--- config.mk ---
export PLATFORM = sky130hd
export DESIGN_NAME = vectored_interrupt_prioritizer
export DESIGN_NICKNAME = d
export VERILOG_FILES = /design/src/hdl/vip_pkg.sv /design/src/hdl/pin_edge_detect.sv /design/src/hdl/vectored_interrupt_prioritizer.sv
export SDC_FILE = /design/constraint.sdc
export NUM_CORES = 1
export LEC_CHECK = 0
export BUFFER_PORTS_ARGS = -buffer_cell sky130_fd_sc_hd__buf_2
export CORE_ASPECT_RATIO = 0.9
export CORE_MARGIN = 2
export CORE_UTILIZATION = 54
export CTS_CLUSTER_DIAMETER = 80
export DETAILED_ROUTE_END_ITERATION = 16
export PLACE_DENSITY = 0.9
export SLEW_MARGIN = 40
export SYNTH_ARGS = -nofsm -noshare
export SYNTH_HDL_FRONTEND = slang
export SYNTH_SLANG_ARGS = --single-unit
--- constraint.sdc ---
create_clock -name clk -period 31.5 [get_ports clk]
set_clock_uncertainty 0.2 [all_clocks]
set_input_delay 6.3 -clock clk [delete_from_list [all_inputs] [get_ports clk]]
set_output_delay 6.3 -clock clk [all_outputs]
set_load 0.05 [all_outputs]
--- src/hdl/vip_pkg.sv ---
/*
 * Constants shared by the vectored interrupt prioritizer: vector table layout,
 * source numbering, register offsets and reset values.
 * Assumes a 24-bit program address space and 32-bit register data.
 */
package vip_pkg;
	// ------------------------------------------------------------------
	// Vector table
	// ------------------------------------------------------------------
	localparam logic [23:0] VEC_RESET = 24'h00_0004;
	localparam logic [23:0] VEC_SYSEXC = 24'h00_0008;
	localparam logic [23:0] VEC_RESERVED = 24'h00_000C;
	localparam logic [23:0] VEC_BASE = 24'h00_0010;
	localparam int VEC_ENTRY_BYTES = 4;
	localparam int HANDLER_MSB = 23;

	// ------------------------------------------------------------------
	// Source numbering, slot 0 is vector VEC_BASE
	// ------------------------------------------------------------------
	localparam int NUM_SRC = 24;
	localparam int SRC_IDX_W = 5;
	localparam int LEVEL_W = 2;
	localparam int NUM_PERIPH = 12;
	localparam int PERIPH_LOW = 8;
	localparam int PERIPH_HIGH_BASE = 16;
	localparam int AD_TOP_SLOT = 15;
	localparam int PC_TOP_SLOT = 23;
	localparam int NUM_AD_PINS = 8;
	localparam int NUM_PC_PINS = 4;
	localparam int AD_CMP_PIN = 7;
	localparam int AD_DBG_PIN = 0;

	// ------------------------------------------------------------------
	// Register map, byte offsets
	// ------------------------------------------------------------------
	localparam int ADDR_W = 8;
	localparam int DATA_W = 32;
	localparam logic [7:0] OFF_EDGE_SEL = 8'h00;
	localparam logic [7:0] OFF_PORT_SEL = 8'h04;
	localparam logic [7:0] OFF_ROUTE_SEL = 8'h08;
	localparam logic [7:0] OFF_PC_SEL = 8'h0C;
	localparam logic [7:0] OFF_LEVEL_LO = 8'h14;
	localparam logic [7:0] OFF_LEVEL_HI = 8'h18;
	localparam logic [7:0] OFF_PENDING = 8'h1C;
	localparam logic [7:0] OFF_SW_SET = 8'h20;
	localparam logic [7:0] OFF_STATUS = 8'h24;
	localparam int ROUTE_CMP_BIT = 7;
	localparam int ROUTE_DBG_BIT = 0;
	localparam int STAT_GE_BIT = 0;
	localparam int STAT_REQ_BIT = 1;
	localparam int STAT_EXC_BIT = 2;
	localparam int STAT_IDX_LSB = 8;
	localparam int FLAG_GE_BIT = 0;
	localparam logic [7:0] RST_SEL8 = 8'h00;
	localparam logic [3:0] RST_SEL4 = 4'h0;
	localparam logic [31:0] RST_LEVEL_LO = 32'h0000_0000;
	localparam logic [15:0] RST_LEVEL_HI = 16'h0000;
endpackage

--- src/hdl/pin_edge_detect.sv ---
/*
 * Edge detector for a group of synchronous pin levels, one pulse per edge
 * that the per-bit rise and fall enables select.
 * Assumes inputs are already synchronous to clk.
 */
`timescale 1ns/1ns
module pin_edge_detect #(
	parameter int WIDTH = 8
) (
	// Clock and reset
	input wire logic clk,
	input wire logic rst_n,
	// Levels and edge choice
	input wire logic [WIDTH-1:0] level,
	input wire logic [WIDTH-1:0] rise_en,
	input wire logic [WIDTH-1:0] fall_en,
	// One-cycle edge pulses
	output logic [WIDTH-1:0] pulse
);
	logic [WIDTH-1:0] prev_ff;
	logic primed_ff;

	// No edge on the first sample, a pin held high at reset is not a rise
	always_ff @(posedge clk or negedge rst_n) begin
		if (!rst_n) begin
			primed_ff <= 1'b0;
		end else begin
			primed_ff <= 1'b1;
		end
	end

	always_ff @(posedge clk or negedge rst_n) begin
		if (!rst_n) begin
			prev_ff <= '0;
		end else begin
			prev_ff <= level;
		end
	end

	always_comb begin
		pulse = '0;
		if (primed_ff) begin
			pulse = (level & ~prev_ff & rise_en) | (~level & prev_ff & fall_en);
		end
	end
endmodule // pin_edge_detect

--- src/hdl/vectored_interrupt_prioritizer.sv ---
/*
 * Vectored interrupt prioritizer: source routing, edge detection, pending
 * flags, three-level arbitration, global enable and vector handoff to the CPU.
 * Assumes a CPU that pulses its instruction and acknowledge events for one
 * cycle and fetches the vector word from the address presented.
 */
`timescale 1ns/1ns
module vectored_interrupt_prioritizer
	import vip_pkg::*;
(
	// Clock and reset
	input wire logic clk,
	input wire logic rst_n,
	// Register port
	input wire logic [ADDR_W-1:0] reg_addr,
	input wire logic [DATA_W-1:0] reg_wdata,
	input wire logic reg_wr,
	input wire logic reg_rd,
	output logic [DATA_W-1:0] reg_rdata,
	// Interrupt sources
	input wire logic [NUM_PERIPH-1:0] periph_irq,
	input wire logic [NUM_AD_PINS-1:0] port_a,
	input wire logic [NUM_AD_PINS-1:0] port_d,
	input wire logic [NUM_PC_PINS-1:0] port_c,
	input wire logic comparator_out,
	input wire logic on_chip_debug_source,
	input wire logic [NUM_PC_PINS-1:0] dma_irq,
	input wire logic sysexc_req,
	// CPU events
	input wire logic enable_irq_instruction,
	input wire logic disable_irq_instruction,
	input wire logic trap_instruction,
	input wire logic sysexc_taken,
	input wire logic return_from_irq_instruction,
	input wire logic [7:0] popped_flags,
	input wire logic flag_load,
	input wire logic [7:0] flag_load_value,
	input wire logic irq_ack,
	// Vector fetch
	input wire logic vec_word_valid,
	input wire logic [31:0] vec_word,
	// To CPU
	output logic irq_req,
	output logic [23:0] irq_vec_addr,
	output logic [23:0] reset_vec_addr,
	output logic [23:0] handler_addr,
	output logic global_irq_enable
);
	// ------------------------------------------------------------------
	// Configuration registers
	// ------------------------------------------------------------------
	logic [7:0] pin_edge_select_ff;
	logic [7:0] port_a_or_d_select_ff;
	logic comparator_route_select_ff;
	logic debug_route_select_ff;
	logic [3:0] port_c_or_dma_select_ff;
	logic [31:0] level_lo_ff;
	logic [15:0] level_hi_ff;
	logic [NUM_SRC-1:0] pend_ff;
	logic [NUM_SRC-1:0] nxt_pend;
	logic ge_ff;
	logic req_ff;
	logic exc_ff;
	logic [SRC_IDX_W-1:0] idx_ff;
	logic [23:0] vec_ff;
	logic [23:0] handler_ff;
	logic [DATA_W-1:0] rdata_ff;
	logic [LEVEL_W*NUM_SRC-1:0] level_all;
	logic [NUM_AD_PINS-1:0] ad_level;
	logic [NUM_AD_PINS-1:0] ad_pulse;
	logic [NUM_PC_PINS-1:0] pc_pulse;
	logic cmp_pulse;
	logic [NUM_SRC-1:0] ev;
	logic [NUM_SRC-1:0] sw_set;
	logic [NUM_SRC-1:0] sw_clr;
	logic [NUM_SRC-1:0] ack_clr;
	logic [SRC_IDX_W:0] winner;
	logic win_found;
	logic [SRC_IDX_W-1:0] win_idx;
	logic [23:0] win_addr;

	function automatic logic wr_hit(input logic [ADDR_W-1:0] a, input logic [ADDR_W-1:0] off,
			input logic wr);
		return wr && (a == off);
	endfunction

	function automatic logic [23:0] slot_addr(input logic [SRC_IDX_W-1:0] idx);
		return VEC_BASE + {17'h0_0000, idx, 2'b00};
	endfunction

	// Strict compare keeps the lowest slot on a tie; level zero never wins
	function automatic logic [SRC_IDX_W:0] pick_winner(input logic [NUM_SRC-1:0] pend,
			input logic [LEVEL_W*NUM_SRC-1:0] lv);
		logic [SRC_IDX_W:0] res;
		logic [LEVEL_W-1:0] best;
		res = '0;
		best = '0;
		for (int i = 0; i < NUM_SRC; i++) begin
			if (pend[i] && (lv[LEVEL_W*i +: LEVEL_W] > best)) begin
				best = lv[LEVEL_W*i +: LEVEL_W];
				res = {1'b1, SRC_IDX_W'(i)};
			end
		end
		return res;
	endfunction

	always_ff @(posedge clk or negedge rst_n) begin
		if (!rst_n) begin
			pin_edge_select_ff <= RST_SEL8;
			port_a_or_d_select_ff <= RST_SEL8;
			comparator_route_select_ff <= 1'b0;
			debug_route_select_ff <= 1'b0;
			port_c_or_dma_select_ff <= RST_SEL4;
		end else begin
			if (wr_hit(reg_addr, OFF_EDGE_SEL, reg_wr)) begin
				pin_edge_select_ff <= reg_wdata[7:0];
			end
			if (wr_hit(reg_addr, OFF_PORT_SEL, reg_wr)) begin
				port_a_or_d_select_ff <= reg_wdata[7:0];
			end
			if (wr_hit(reg_addr, OFF_ROUTE_SEL, reg_wr)) begin
				comparator_route_select_ff <= reg_wdata[ROUTE_CMP_BIT];
				debug_route_select_ff <= reg_wdata[ROUTE_DBG_BIT];
			end
			if (wr_hit(reg_addr, OFF_PC_SEL, reg_wr)) begin
				port_c_or_dma_select_ff <= reg_wdata[3:0];
			end
		end
	end

	always_ff @(posedge clk or negedge rst_n) begin
		if (!rst_n) begin
			level_lo_ff <= RST_LEVEL_LO;
			level_hi_ff <= RST_LEVEL_HI;
		end else begin
			if (wr_hit(reg_addr, OFF_LEVEL_LO, reg_wr)) begin
				level_lo_ff <= reg_wdata;
			end
			if (wr_hit(reg_addr, OFF_LEVEL_HI, reg_wr)) begin
				level_hi_ff <= reg_wdata[15:0];
			end
		end
	end

	assign level_all = {level_hi_ff, level_lo_ff};

	// ------------------------------------------------------------------
	// Source routing and edge detection
	// ------------------------------------------------------------------
	// Pin choice is muxed before the detector, so flipping the port select
	// can itself look like an edge; software should mask the slot first
	assign ad_level = (port_a & ~port_a_or_d_select_ff) | (port_d & port_a_or_d_select_ff);

	pin_edge_detect #(
		.WIDTH(NUM_AD_PINS)
	) u_ad_edges (
		.clk(clk),
		.rst_n(rst_n),
		.level(ad_level),
		.rise_en(pin_edge_select_ff),
		.fall_en(~pin_edge_select_ff),
		.pulse(ad_pulse)
	);

	pin_edge_detect #(
		.WIDTH(NUM_PC_PINS)
	) u_pc_edges (
		.clk(clk),
		.rst_n(rst_n),
		.level(port_c),
		.rise_en({NUM_PC_PINS{1'b1}}),
		.fall_en({NUM_PC_PINS{1'b1}}),
		.pulse(pc_pulse)
	);

	pin_edge_detect #(
		.WIDTH(1)
	) u_cmp_edges (
		.clk(clk),
		.rst_n(rst_n),
		.level(comparator_out),
		.rise_en(1'b1),
		.fall_en(1'b1),
		.pulse(cmp_pulse)
	);

	assign ev[PERIPH_LOW-1:0] = periph_irq[PERIPH_LOW-1:0];
	assign ev[PERIPH_HIGH_BASE+NUM_PERIPH-PERIPH_LOW-1:PERIPH_HIGH_BASE] =
		periph_irq[NUM_PERIPH-1:PERIPH_LOW];

	generate
		for (genvar p = 0; p < NUM_AD_PINS; p++) begin : g_ad
			if (p == AD_CMP_PIN) begin : g_cmp
				assign ev[AD_TOP_SLOT-p] = comparator_route_select_ff ? cmp_pulse : ad_pulse[p];
			end else if (p == AD_DBG_PIN) begin : g_dbg
				assign ev[AD_TOP_SLOT-p] = debug_route_select_ff ? on_chip_debug_source :
					ad_pulse[p];
			end else begin : g_pin
				assign ev[AD_TOP_SLOT-p] = ad_pulse[p];
			end
		end
		for (genvar p = 0; p < NUM_PC_PINS; p++) begin : g_pc
			assign ev[PC_TOP_SLOT-p] = port_c_or_dma_select_ff[p] ? pc_pulse[p] : dma_irq[p];
		end
	endgenerate

	// ------------------------------------------------------------------
	// Pending flags
	// ------------------------------------------------------------------
	always_comb begin
		sw_set = '0;
		sw_clr = '0;
		ack_clr = '0;
		if (wr_hit(reg_addr, OFF_SW_SET, reg_wr)) begin
			sw_set = reg_wdata[NUM_SRC-1:0];
		end
		if (wr_hit(reg_addr, OFF_PENDING, reg_wr)) begin
			sw_clr = reg_wdata[NUM_SRC-1:0];
		end
		if (irq_ack && req_ff && !exc_ff) begin
			ack_clr[idx_ff] = 1'b1;
		end
		// A new event in the clearing cycle survives
		nxt_pend = (pend_ff & ~(sw_clr | ack_clr)) | ev | sw_set;
	end

	always_ff @(posedge clk or negedge rst_n) begin
		if (!rst_n) begin
			pend_ff <= '0;
		end else begin
			pend_ff <= nxt_pend;
		end
	end

	// ------------------------------------------------------------------
	// Global enable
	// ------------------------------------------------------------------
	always_ff @(posedge clk or negedge rst_n) begin
		if (!rst_n) begin
			ge_ff <= 1'b0;
		end else if (disable_irq_instruction || trap_instruction || sysexc_taken) begin
			ge_ff <= 1'b0;
		end else if (irq_ack) begin
			ge_ff <= 1'b0;
		end else if (return_from_irq_instruction) begin
			ge_ff <= popped_flags[FLAG_GE_BIT];
		end else if (flag_load) begin
			ge_ff <= flag_load_value[FLAG_GE_BIT];
		end else if (enable_irq_instruction) begin
			ge_ff <= 1'b1;
		end
	end

	// ------------------------------------------------------------------
	// Arbitration and vector output
	// ------------------------------------------------------------------
	assign winner = pick_winner(pend_ff, level_all);
	assign win_found = winner[SRC_IDX_W];
	assign win_idx = winner[SRC_IDX_W-1:0];
	assign win_addr = slot_addr(win_idx);

	// Slot 000Ch has no source and is never presented
	always_ff @(posedge clk or negedge rst_n) begin
		if (!rst_n) begin
			req_ff <= 1'b0;
			exc_ff <= 1'b0;
			idx_ff <= '0;
			vec_ff <= VEC_SYSEXC;
		end else if (sysexc_req) begin
			req_ff <= 1'b1;
			exc_ff <= 1'b1;
			vec_ff <= VEC_SYSEXC;
		end else if (ge_ff && win_found && !irq_ack) begin
			req_ff <= 1'b1;
			exc_ff <= 1'b0;
			idx_ff <= win_idx;
			vec_ff <= win_addr;
		end else begin
			req_ff <= 1'b0;
			exc_ff <= 1'b0;
		end
	end

	// Vector word byte 3 is ignored
	always_ff @(posedge clk or negedge rst_n) begin
		if (!rst_n) begin
			handler_ff <= '0;
		end else if (vec_word_valid) begin
			handler_ff <= vec_word[HANDLER_MSB:0];
		end
	end

	// ------------------------------------------------------------------
	// Register read
	// ------------------------------------------------------------------
	always_ff @(posedge clk or negedge rst_n) begin
		if (!rst_n) begin
			rdata_ff <= '0;
		end else if (reg_rd) begin
			case (reg_addr)
				OFF_EDGE_SEL: rdata_ff <= {24'h00_0000, pin_edge_select_ff};
				OFF_PORT_SEL: rdata_ff <= {24'h00_0000, port_a_or_d_select_ff};
				OFF_ROUTE_SEL: rdata_ff <= {24'h00_0000, comparator_route_select_ff, 6'h00,
					debug_route_select_ff};
				OFF_PC_SEL: rdata_ff <= {28'h000_0000, port_c_or_dma_select_ff};
				OFF_LEVEL_LO: rdata_ff <= level_lo_ff;
				OFF_LEVEL_HI: rdata_ff <= {16'h0000, level_hi_ff};
				OFF_PENDING: rdata_ff <= {8'h00, pend_ff};
				OFF_STATUS: rdata_ff <= {19'h0_0000, idx_ff, 5'h00, exc_ff, req_ff, ge_ff};
				default: rdata_ff <= '0;
			endcase
		end else begin
			rdata_ff <= '0;
		end
	end

	assign reg_rdata = rdata_ff;
	assign irq_req = req_ff;
	assign irq_vec_addr = vec_ff;
	assign reset_vec_addr = VEC_RESET;
	assign handler_addr = handler_ff;
	assign global_irq_enable = ge_ff;
endmodule // vectored_interrupt_prioritizer

## After elaboration in Yosys (flattened, before gate mapping)

Index checks and enable logic that the tools add are counted.

| word-level totals | value |
|---|---|
| register bits after elaboration | 196 |
| bits of input ports | 139 |
| output and inout port bits | 106 |
| logic and storage cells | 200 |

| operators by class | value |
|---|---|
| $add $sub $neg | 1 |
| magnitude comparators | 26 |
| eq/ne operators | 8 |
| mux-type cells | 73 |
| bitwise gates (word level) | 28 |
| reduce and logical (&&, ||, !) cells | 45 |

Operators by type and width:

| cell | count |
|---|---|
| 32-bit case mux with 8 select lines | 1 |
| 6-bit two-way mux | 24 |
| 24-bit two-way mux | 5 |
| 24-bit bitwise OR | 3 |
| 8-bit bitwise AND | 6 |
| 2-bit greater-than comparator | 23 |
| 2-bit two-way mux | 23 |
| 1-bit logical AND | 37 |
| 32-bit two-way mux | 1 |
| 8-bit inverter | 4 |
| 24-bit bitwise AND | 1 |
| 8-bit by 5-bit equality test with 1-bit output (second input constant) | 3 |
| 24-bit inverter | 1 |
| 8-bit by 4-bit equality test with 1-bit output (second input constant) | 2 |
| 8-bit by 6-bit equality test with 1-bit output (second input constant) | 2 |
| 1-bit two-way mux | 16 |
| 8-bit bitwise OR | 2 |
| 5-bit by 7-bit adder with 8-bit output (first input constant) | 1 |
| 4-bit bitwise AND | 2 |
| 8-bit by 3-bit equality test with 1-bit output (second input constant) | 1 |
| 8-bit logical NOT | 1 |
| 8-bit two-way mux | 1 |
| 4-bit inverter | 2 |
| 5-bit by 6-bit less-than comparator with 1-bit output (second input constant) | 1 |
| other kinds (13) | 18 |

## Depth between registers and ports, before layout

| depth | value |
|---|---|
| depth after elaboration | 76 |
| gate-level depth with buffers | 152 |
| depth with buffers taken out | 152 |

## Cells and area by module

Synthesis repeated with hierarchy kept, for this count alone.

| second synthesis, totals | value |
|---|---|
| cells, all modules | 990 |
| area total of the unflattened synthesis | 10198.5 um2 |

By module, submodules not included:

| module | times used | cells each | area each (um2) | seq. area each (um2) |
|---|---|---|---|---|
| vectored_interrupt_prioritizer | 1 | 929 | 9489.1 | 4105.2 |
| pin_edge_detect (u_ad_edges) | 1 | 36 | 415.4 | 225.2 |
| pin_edge_detect (u_pc_edges) | 1 | 19 | 219.0 | 125.1 |
| pin_edge_detect (u_cmp_edges) | 1 | 6 | 75.1 | 50.0 |

## Worst setup path after synthesis

OpenSTA, ideal clock, no wires.

| timing | value |
|---|---|
| path type | reg-to-reg |
| from | register pend_ff[0] |
| to | register vec_ff[6], in the netlist irq_vec_addr[6] |
| setup time | 73 ps |
| data arrival time | 25611 ps |
| required time | 31227 ps |
| slack | 5616 ps |
| stages on the path, launching flop included | 148 |
| buffers on the path | 0 |
| period minus slack after synthesis | 25884 ps |
| path through | dfrtp_1 -> and2_2 -> ha_1 -> a21boi_4 -> o21ai_0 -> o21ai_0 -> ha_1 -> nor2_1 -> or2_1 -> o221a_1 -> o21ai_0 -> a21o_2 -> ha_1 -> nor2_1 -> and3_1 -> o221a_2 -> or2_1 -> a211oi_2 -> [... 112 more ...] -> ha_1 -> nor2b_1 -> o211ai_1 -> inv_1 -> nor3_1 -> a21oi_1 -> o31ai_1 -> ha_1 -> nor2b_1 -> o211ai_1 -> and2_1 -> nand3_1 -> or2_2 -> nor2_1 -> ha_1 -> xor2_1 -> mux2i_1 -> nor2_1 |

| between the ends | value |
|---|---|
| word-level cells in the longest chain between the ends | 74 |
| elaborated cells on any way between the ends | 100 |
| classes of those cells | add/sub (1); order compare (23); mux (49); reduce/logical (27) |

RTL lines:

| item | line | text |
|---|---|---|
| from (decl) | vectored_interrupt_prioritizer.sv:59 | `logic [NUM_SRC-1:0] pend_ff;` |
| from (signal assigned) | vectored_interrupt_prioritizer.sv:231 | `pend_ff <= nxt_pend;` |
| 1-bit logical AND (*) | vectored_interrupt_prioritizer.sv:99 | `if (pend[i] && (lv[LEVEL_W*i +: LEVEL_W] > best)) begin` |
| 2-bit two-way mux (*) | vectored_interrupt_prioritizer.sv:99 |  |
| 2-bit greater-than comparator | vectored_interrupt_prioritizer.sv:99 |  |
| 1-bit logical AND | vectored_interrupt_prioritizer.sv:99 |  |
| 2-bit two-way mux | vectored_interrupt_prioritizer.sv:99 |  |
| 2-bit greater-than comparator | vectored_interrupt_prioritizer.sv:99 |  |
| 1-bit logical AND | vectored_interrupt_prioritizer.sv:99 |  |
| 2-bit two-way mux | vectored_interrupt_prioritizer.sv:99 |  |
| [... 59 more ...] | n/a |  |
| 2-bit two-way mux | vectored_interrupt_prioritizer.sv:99 |  |
| 2-bit greater-than comparator | vectored_interrupt_prioritizer.sv:99 |  |
| 1-bit logical AND | vectored_interrupt_prioritizer.sv:99 |  |
| 6-bit two-way mux (*) | vectored_interrupt_prioritizer.sv:99 |  |
| via winner[3] | vectored_interrupt_prioritizer.sv:77 | `logic [SRC_IDX_W:0] winner;` |
| 5-bit by 7-bit adder with 8-bit output (*) | vectored_interrupt_prioritizer.sv:88 | `return VEC_BASE + {17'h0_0000, idx, 2'b00};` |
| 24-bit two-way mux (*) | vectored_interrupt_prioritizer.sv:273 | `end else if (ge_ff && win_found && !irq_ack) begin` |
| 24-bit two-way mux (*) | vectored_interrupt_prioritizer.sv:269 | `end else if (sysexc_req) begin` |
| to (signal assigned) | vectored_interrupt_prioritizer.sv:277 | `vec_ff <= win_addr;` |
| to (decl) | vectored_interrupt_prioritizer.sv:65 | `logic [23:0] vec_ff;` |

The timed path passes the listed nets; every way through them passes the cells marked *. The select of a mux whose other input is x is not followed.
A chain may end at the register's enable or synchronous reset.

## Worst setup path in the final report

Same ends and word-level chain as after synthesis.

==> summary.md <==
| Metric | Value |
|---|---|
| Syn avg cell area | 10.33 µm² |
| Vias in the first global route | 8,444 |
| Max-slew headroom | 0.4303 |
| Hold WC Path Type | reg -> reg |
| Worst Setup Start Kind | flip-flop |
| Worst EP arrival | 29.38 ns |
| Post-DP HPWL | 21.53 mm |
| Tot Pwr | 0.001051 W |
| Global placement routability congestion | 0.9963 |
| Fill cell count | 1,362 |
| HP Start | handler_addr[8]$_DFFE_PN0P_ |
| Leakage | 5.517 nW |
| First DRT Iteration DRCs | 1,025 |
| Least-Margin Pin Slew | 0.8515 ns |
| H-tree Lvls | 4 |
| Primary FF master, synth | dfrtp_1 |
| CTS sink cnt | 178 |
| Post-DR vias/cell | 6.234 |
| # Max-Cap Violations | 0 |
| Critical register-to-register path startpoint | pend_ff[0]$_DFF_PN0_ |
| EDFF count, synth | 0 |
| Worst path most repeated cell | nor2_1 |
| CP Class | reg -> reg |
| Final setup vio count | 0 |
| CTS Buffer Depth | 2 |
| Min cycle time layout | 29.21 ns |
| Worst setup margin | 2.289 ns |
| Register area share after synthesis | 0.4528 |
| Fin util | 0.6558 |
| WP data required | 31.67 ns |
| Post-layout nets | 1,306 |
| Worst Path Max Fanout | 8 |
| Final Max Tran Viols | 0 |
| Initial antenna violation count | 1 |
| WL/cell | 21.13 µm |
| GRT Residual Overflow | 0 |
| Fmax | 0.03423 GHz |
| Dpl cell area | 0.01087 mm² |
| # diodes | 0 |
| Pre-CTS setup slack | 1.086 ns |
| Synth Cell Area | 0.009841 mm² |
| Synth unique cells | 89 |
| Root Driver | clkbuf_16 |
| Ports | 245 |
| Synth Register Bits | 178 |
| Outcome | finished clean |
| Hold Fails Final Rpt | 0 |
| Period utilization | 0.9273 |
| Wirelength, routed | 29.43 mm |
| Final antenna-violating net count | 0 |
| TritonCTS clock tree | done |
| Detailed Routing Iterations Pass 1 | 9 |
| Total via count in the routed design | 8,684 |
| CP max stage cell | a2111oi_2 |
| Ys Warns | 0 |
| Row cnt | 46 |
| Hold Path Sink | handler_addr[8]$_DFFE_PN0P_ |
| Most frequent cells in the layout | buf_2 (179), dfrtp_1 (177), mux2_2 (103) |
| Design area | 0.01162 mm² |
| Footprint of the multi-input gates | 0.005041 mm² |
| Crit-path max cell delay | 0.46 ns |
| Synth async-reset ratio | 1.000 |
| First-pass GRT wire length | 45.86 mm |
| Pwr/cell area | 90.43 mW/mm² |
| Skew-Pair Late Insertion Delay | 0.44 ns |
| Top cells by area, synth | dfrtp_1 (45%), mux2_2 (12%), ha_1 (3.4%) |
| Die Span X | 146.3 µm |
| VDD IR max | 77.32 µV |
| FF+latch area | 0.004456 mm² |
| Post-synth top area share | 0.4501 |
| Setup slack, reg-to-reg | 2.29 ns |
| DRC | 0 |
| Reg2Reg Depth | 151 |
| Share of cells above drive strength 1 | 0.3278 |
| Worst reg2reg endpoint | irq_vec_addr[6]$_DFFE_PN0P_ |
| Clock slew at reported path FFs | 0.07 ns |
| Worst setup EP type | flip-flop |
| Commonest non-fill, non-tap cell in the layout | buf_2 |
| Core Box Area | 0.01773 mm² |
| Post-cts hold buffer count | 0 |
| Yosys top cell by area | dfrtp_1 |
| WHS Path Cells | 1 |
| Pin count of the biggest net entering global routing | 110 |
| Total CTS buffers | 17 |
| GRT Util Overall | 0.3051 |
| Synth-to-layout area growth | 18.13% |
| Total Die Area | 0.01932 mm² |
| Post-Syn Instances | 953 |
| Initial Utilization | 0.5551 |
| Die H | 132.1 µm |
| # port buffers | 180 |
critical path: cells and delay by family, from the launching register on:
kind / cells / cell delay, ns
fa+ha+maj: 25 / 7.03
flops: 1 / 0.44
mux: 7 / 2.04
xor+xnor: 1 / 0.17
simple gates: 58 / 8.11
buf+inv: 3 / 0.41
compound gates: 57 / 10.75
final cells by class:
cell class,instances,area share
clock buffer,17,0.03659
clock inverter,15,0.01464
inverter,45,0.01453
multi-input combinational,702,0.4336
sequential,178,0.3833
tap,240,0.02583
timing repair buffer,196,0.09149
cell usage after synthesis (6+ instances only):
| cell type | number |
|---|---|
| a21oi_1 | 51 |
| nand4_1 | 16 |
| mux2_2 | 103 |
| a22o_1 | 7 |
| a221o_1 | 6 |
| buf_4 | 43 |
| nor2_1 | 64 |
| a22oi_1 | 30 |
| and2_1 | 12 |
| a31oi_1 | 17 |
| a211oi_1 | 7 |
| and3_1 | 15 |
| ha_1 | 27 |
| nor3_1 | 10 |
| o21ai_0 | 48 |
| a222oi_1 | 6 |
| clkbuf_1 | 19 |
| mux2i_1 | 12 |
| dfrtp_1 | 177 |
| nand3_1 | 23 |
| nand2_1 | 75 |
| inv_1 | 45 |
| a211o_1 | 19 |
metrics by stage:
step / setup TNS [ns] / hold slack (ns) / instances
2_1_floorplan: 0 / 0.2816 / 994
3_3_place_gp: 0 / 0.2809 / 1354
3_5_place_dp: 0 / 0.2909 / 1355
4_1_cts: 0 / 0.3081 / 1387
5_1_grt: -0.2182 / 0.3137 / 1393
6_report: 0 / 0.3077 / 1393
flip-flops by register name (all words and copies together) (netlist names), 5 cells and up:
signal                 count
u_ad_edges.prev_ff         8
level_lo_ff               32
irq_vec_addr               6
idx_ff                     5
pin_edge_select_ff         8
handler_addr              24
reg_rdata                 32
port_a_or_d_select_ff      8
pend_ff                   24
level_hi_ff               16
worst max-delay path by stage:
stage / startpoint / endpoint
floorplan: pend_ff[0]$_DFF_PN0_ / irq_vec_addr[6]$_DFFE_PN0P_
global placement: pend_ff[0]$_DFF_PN0_ / idx_ff[1]$_DFFE_PN0P_
detailed placement: pend_ff[0]$_DFF_PN0_ / idx_ff[1]$_DFFE_PN0P_
CTS: pend_ff[0]$_DFF_PN0_ / idx_ff[4]$_DFFE_PN0P_
global route: pend_ff[0]$_DFF_PN0_ / irq_vec_addr[6]$_DFFE_PN0P_
finish: pend_ff[0]$_DFF_PN0_ / irq_vec_addr[6]$_DFFE_PN0P_
per-layer routing:
layer | global-route usage | routed length, µm | vias up
met4 | 0.1446 | 1487 | 2
met3 | 0.09619 | 3595 | 108
met1 | 0.4001 | 11080 | 4155
li1 | - | - | 3825
met2 | 0.4641 | 13260 | 594
met5 | 0 | 7 | -
logic make-up (layout without fill, tap and decap cells):
group,Yosys count,count (layout),share of synthesized area
fa+ha+maj,29,29,0.03636
buf+inv,114,273,0.06090
simple gates,255,255,0.1280
xor+xnor,6,6,0.005340
mux,116,116,0.1316
other cells,2,43,0.0007632
compound gates,253,253,0.1842
flops,178,178,0.4528
report_power, final:
group	switching (W)	internal (W)	total [W]
Clock	0.000101	0.000113	0.000214
Sequential	0.0000163	0.000241	0.000257
Combinational	0.000348	0.000231	0.000580
Total	0.000466	0.000585	0.00105
what timing repair did:
| action | in CTS | in global routing |
|---|---|---|
| setup buffers | 0 | 5 |
| endpoints found under the setup margin | 0 | 12 |
| resized for setup | 0 | 21 |
(Power assumes the default switching activity.)
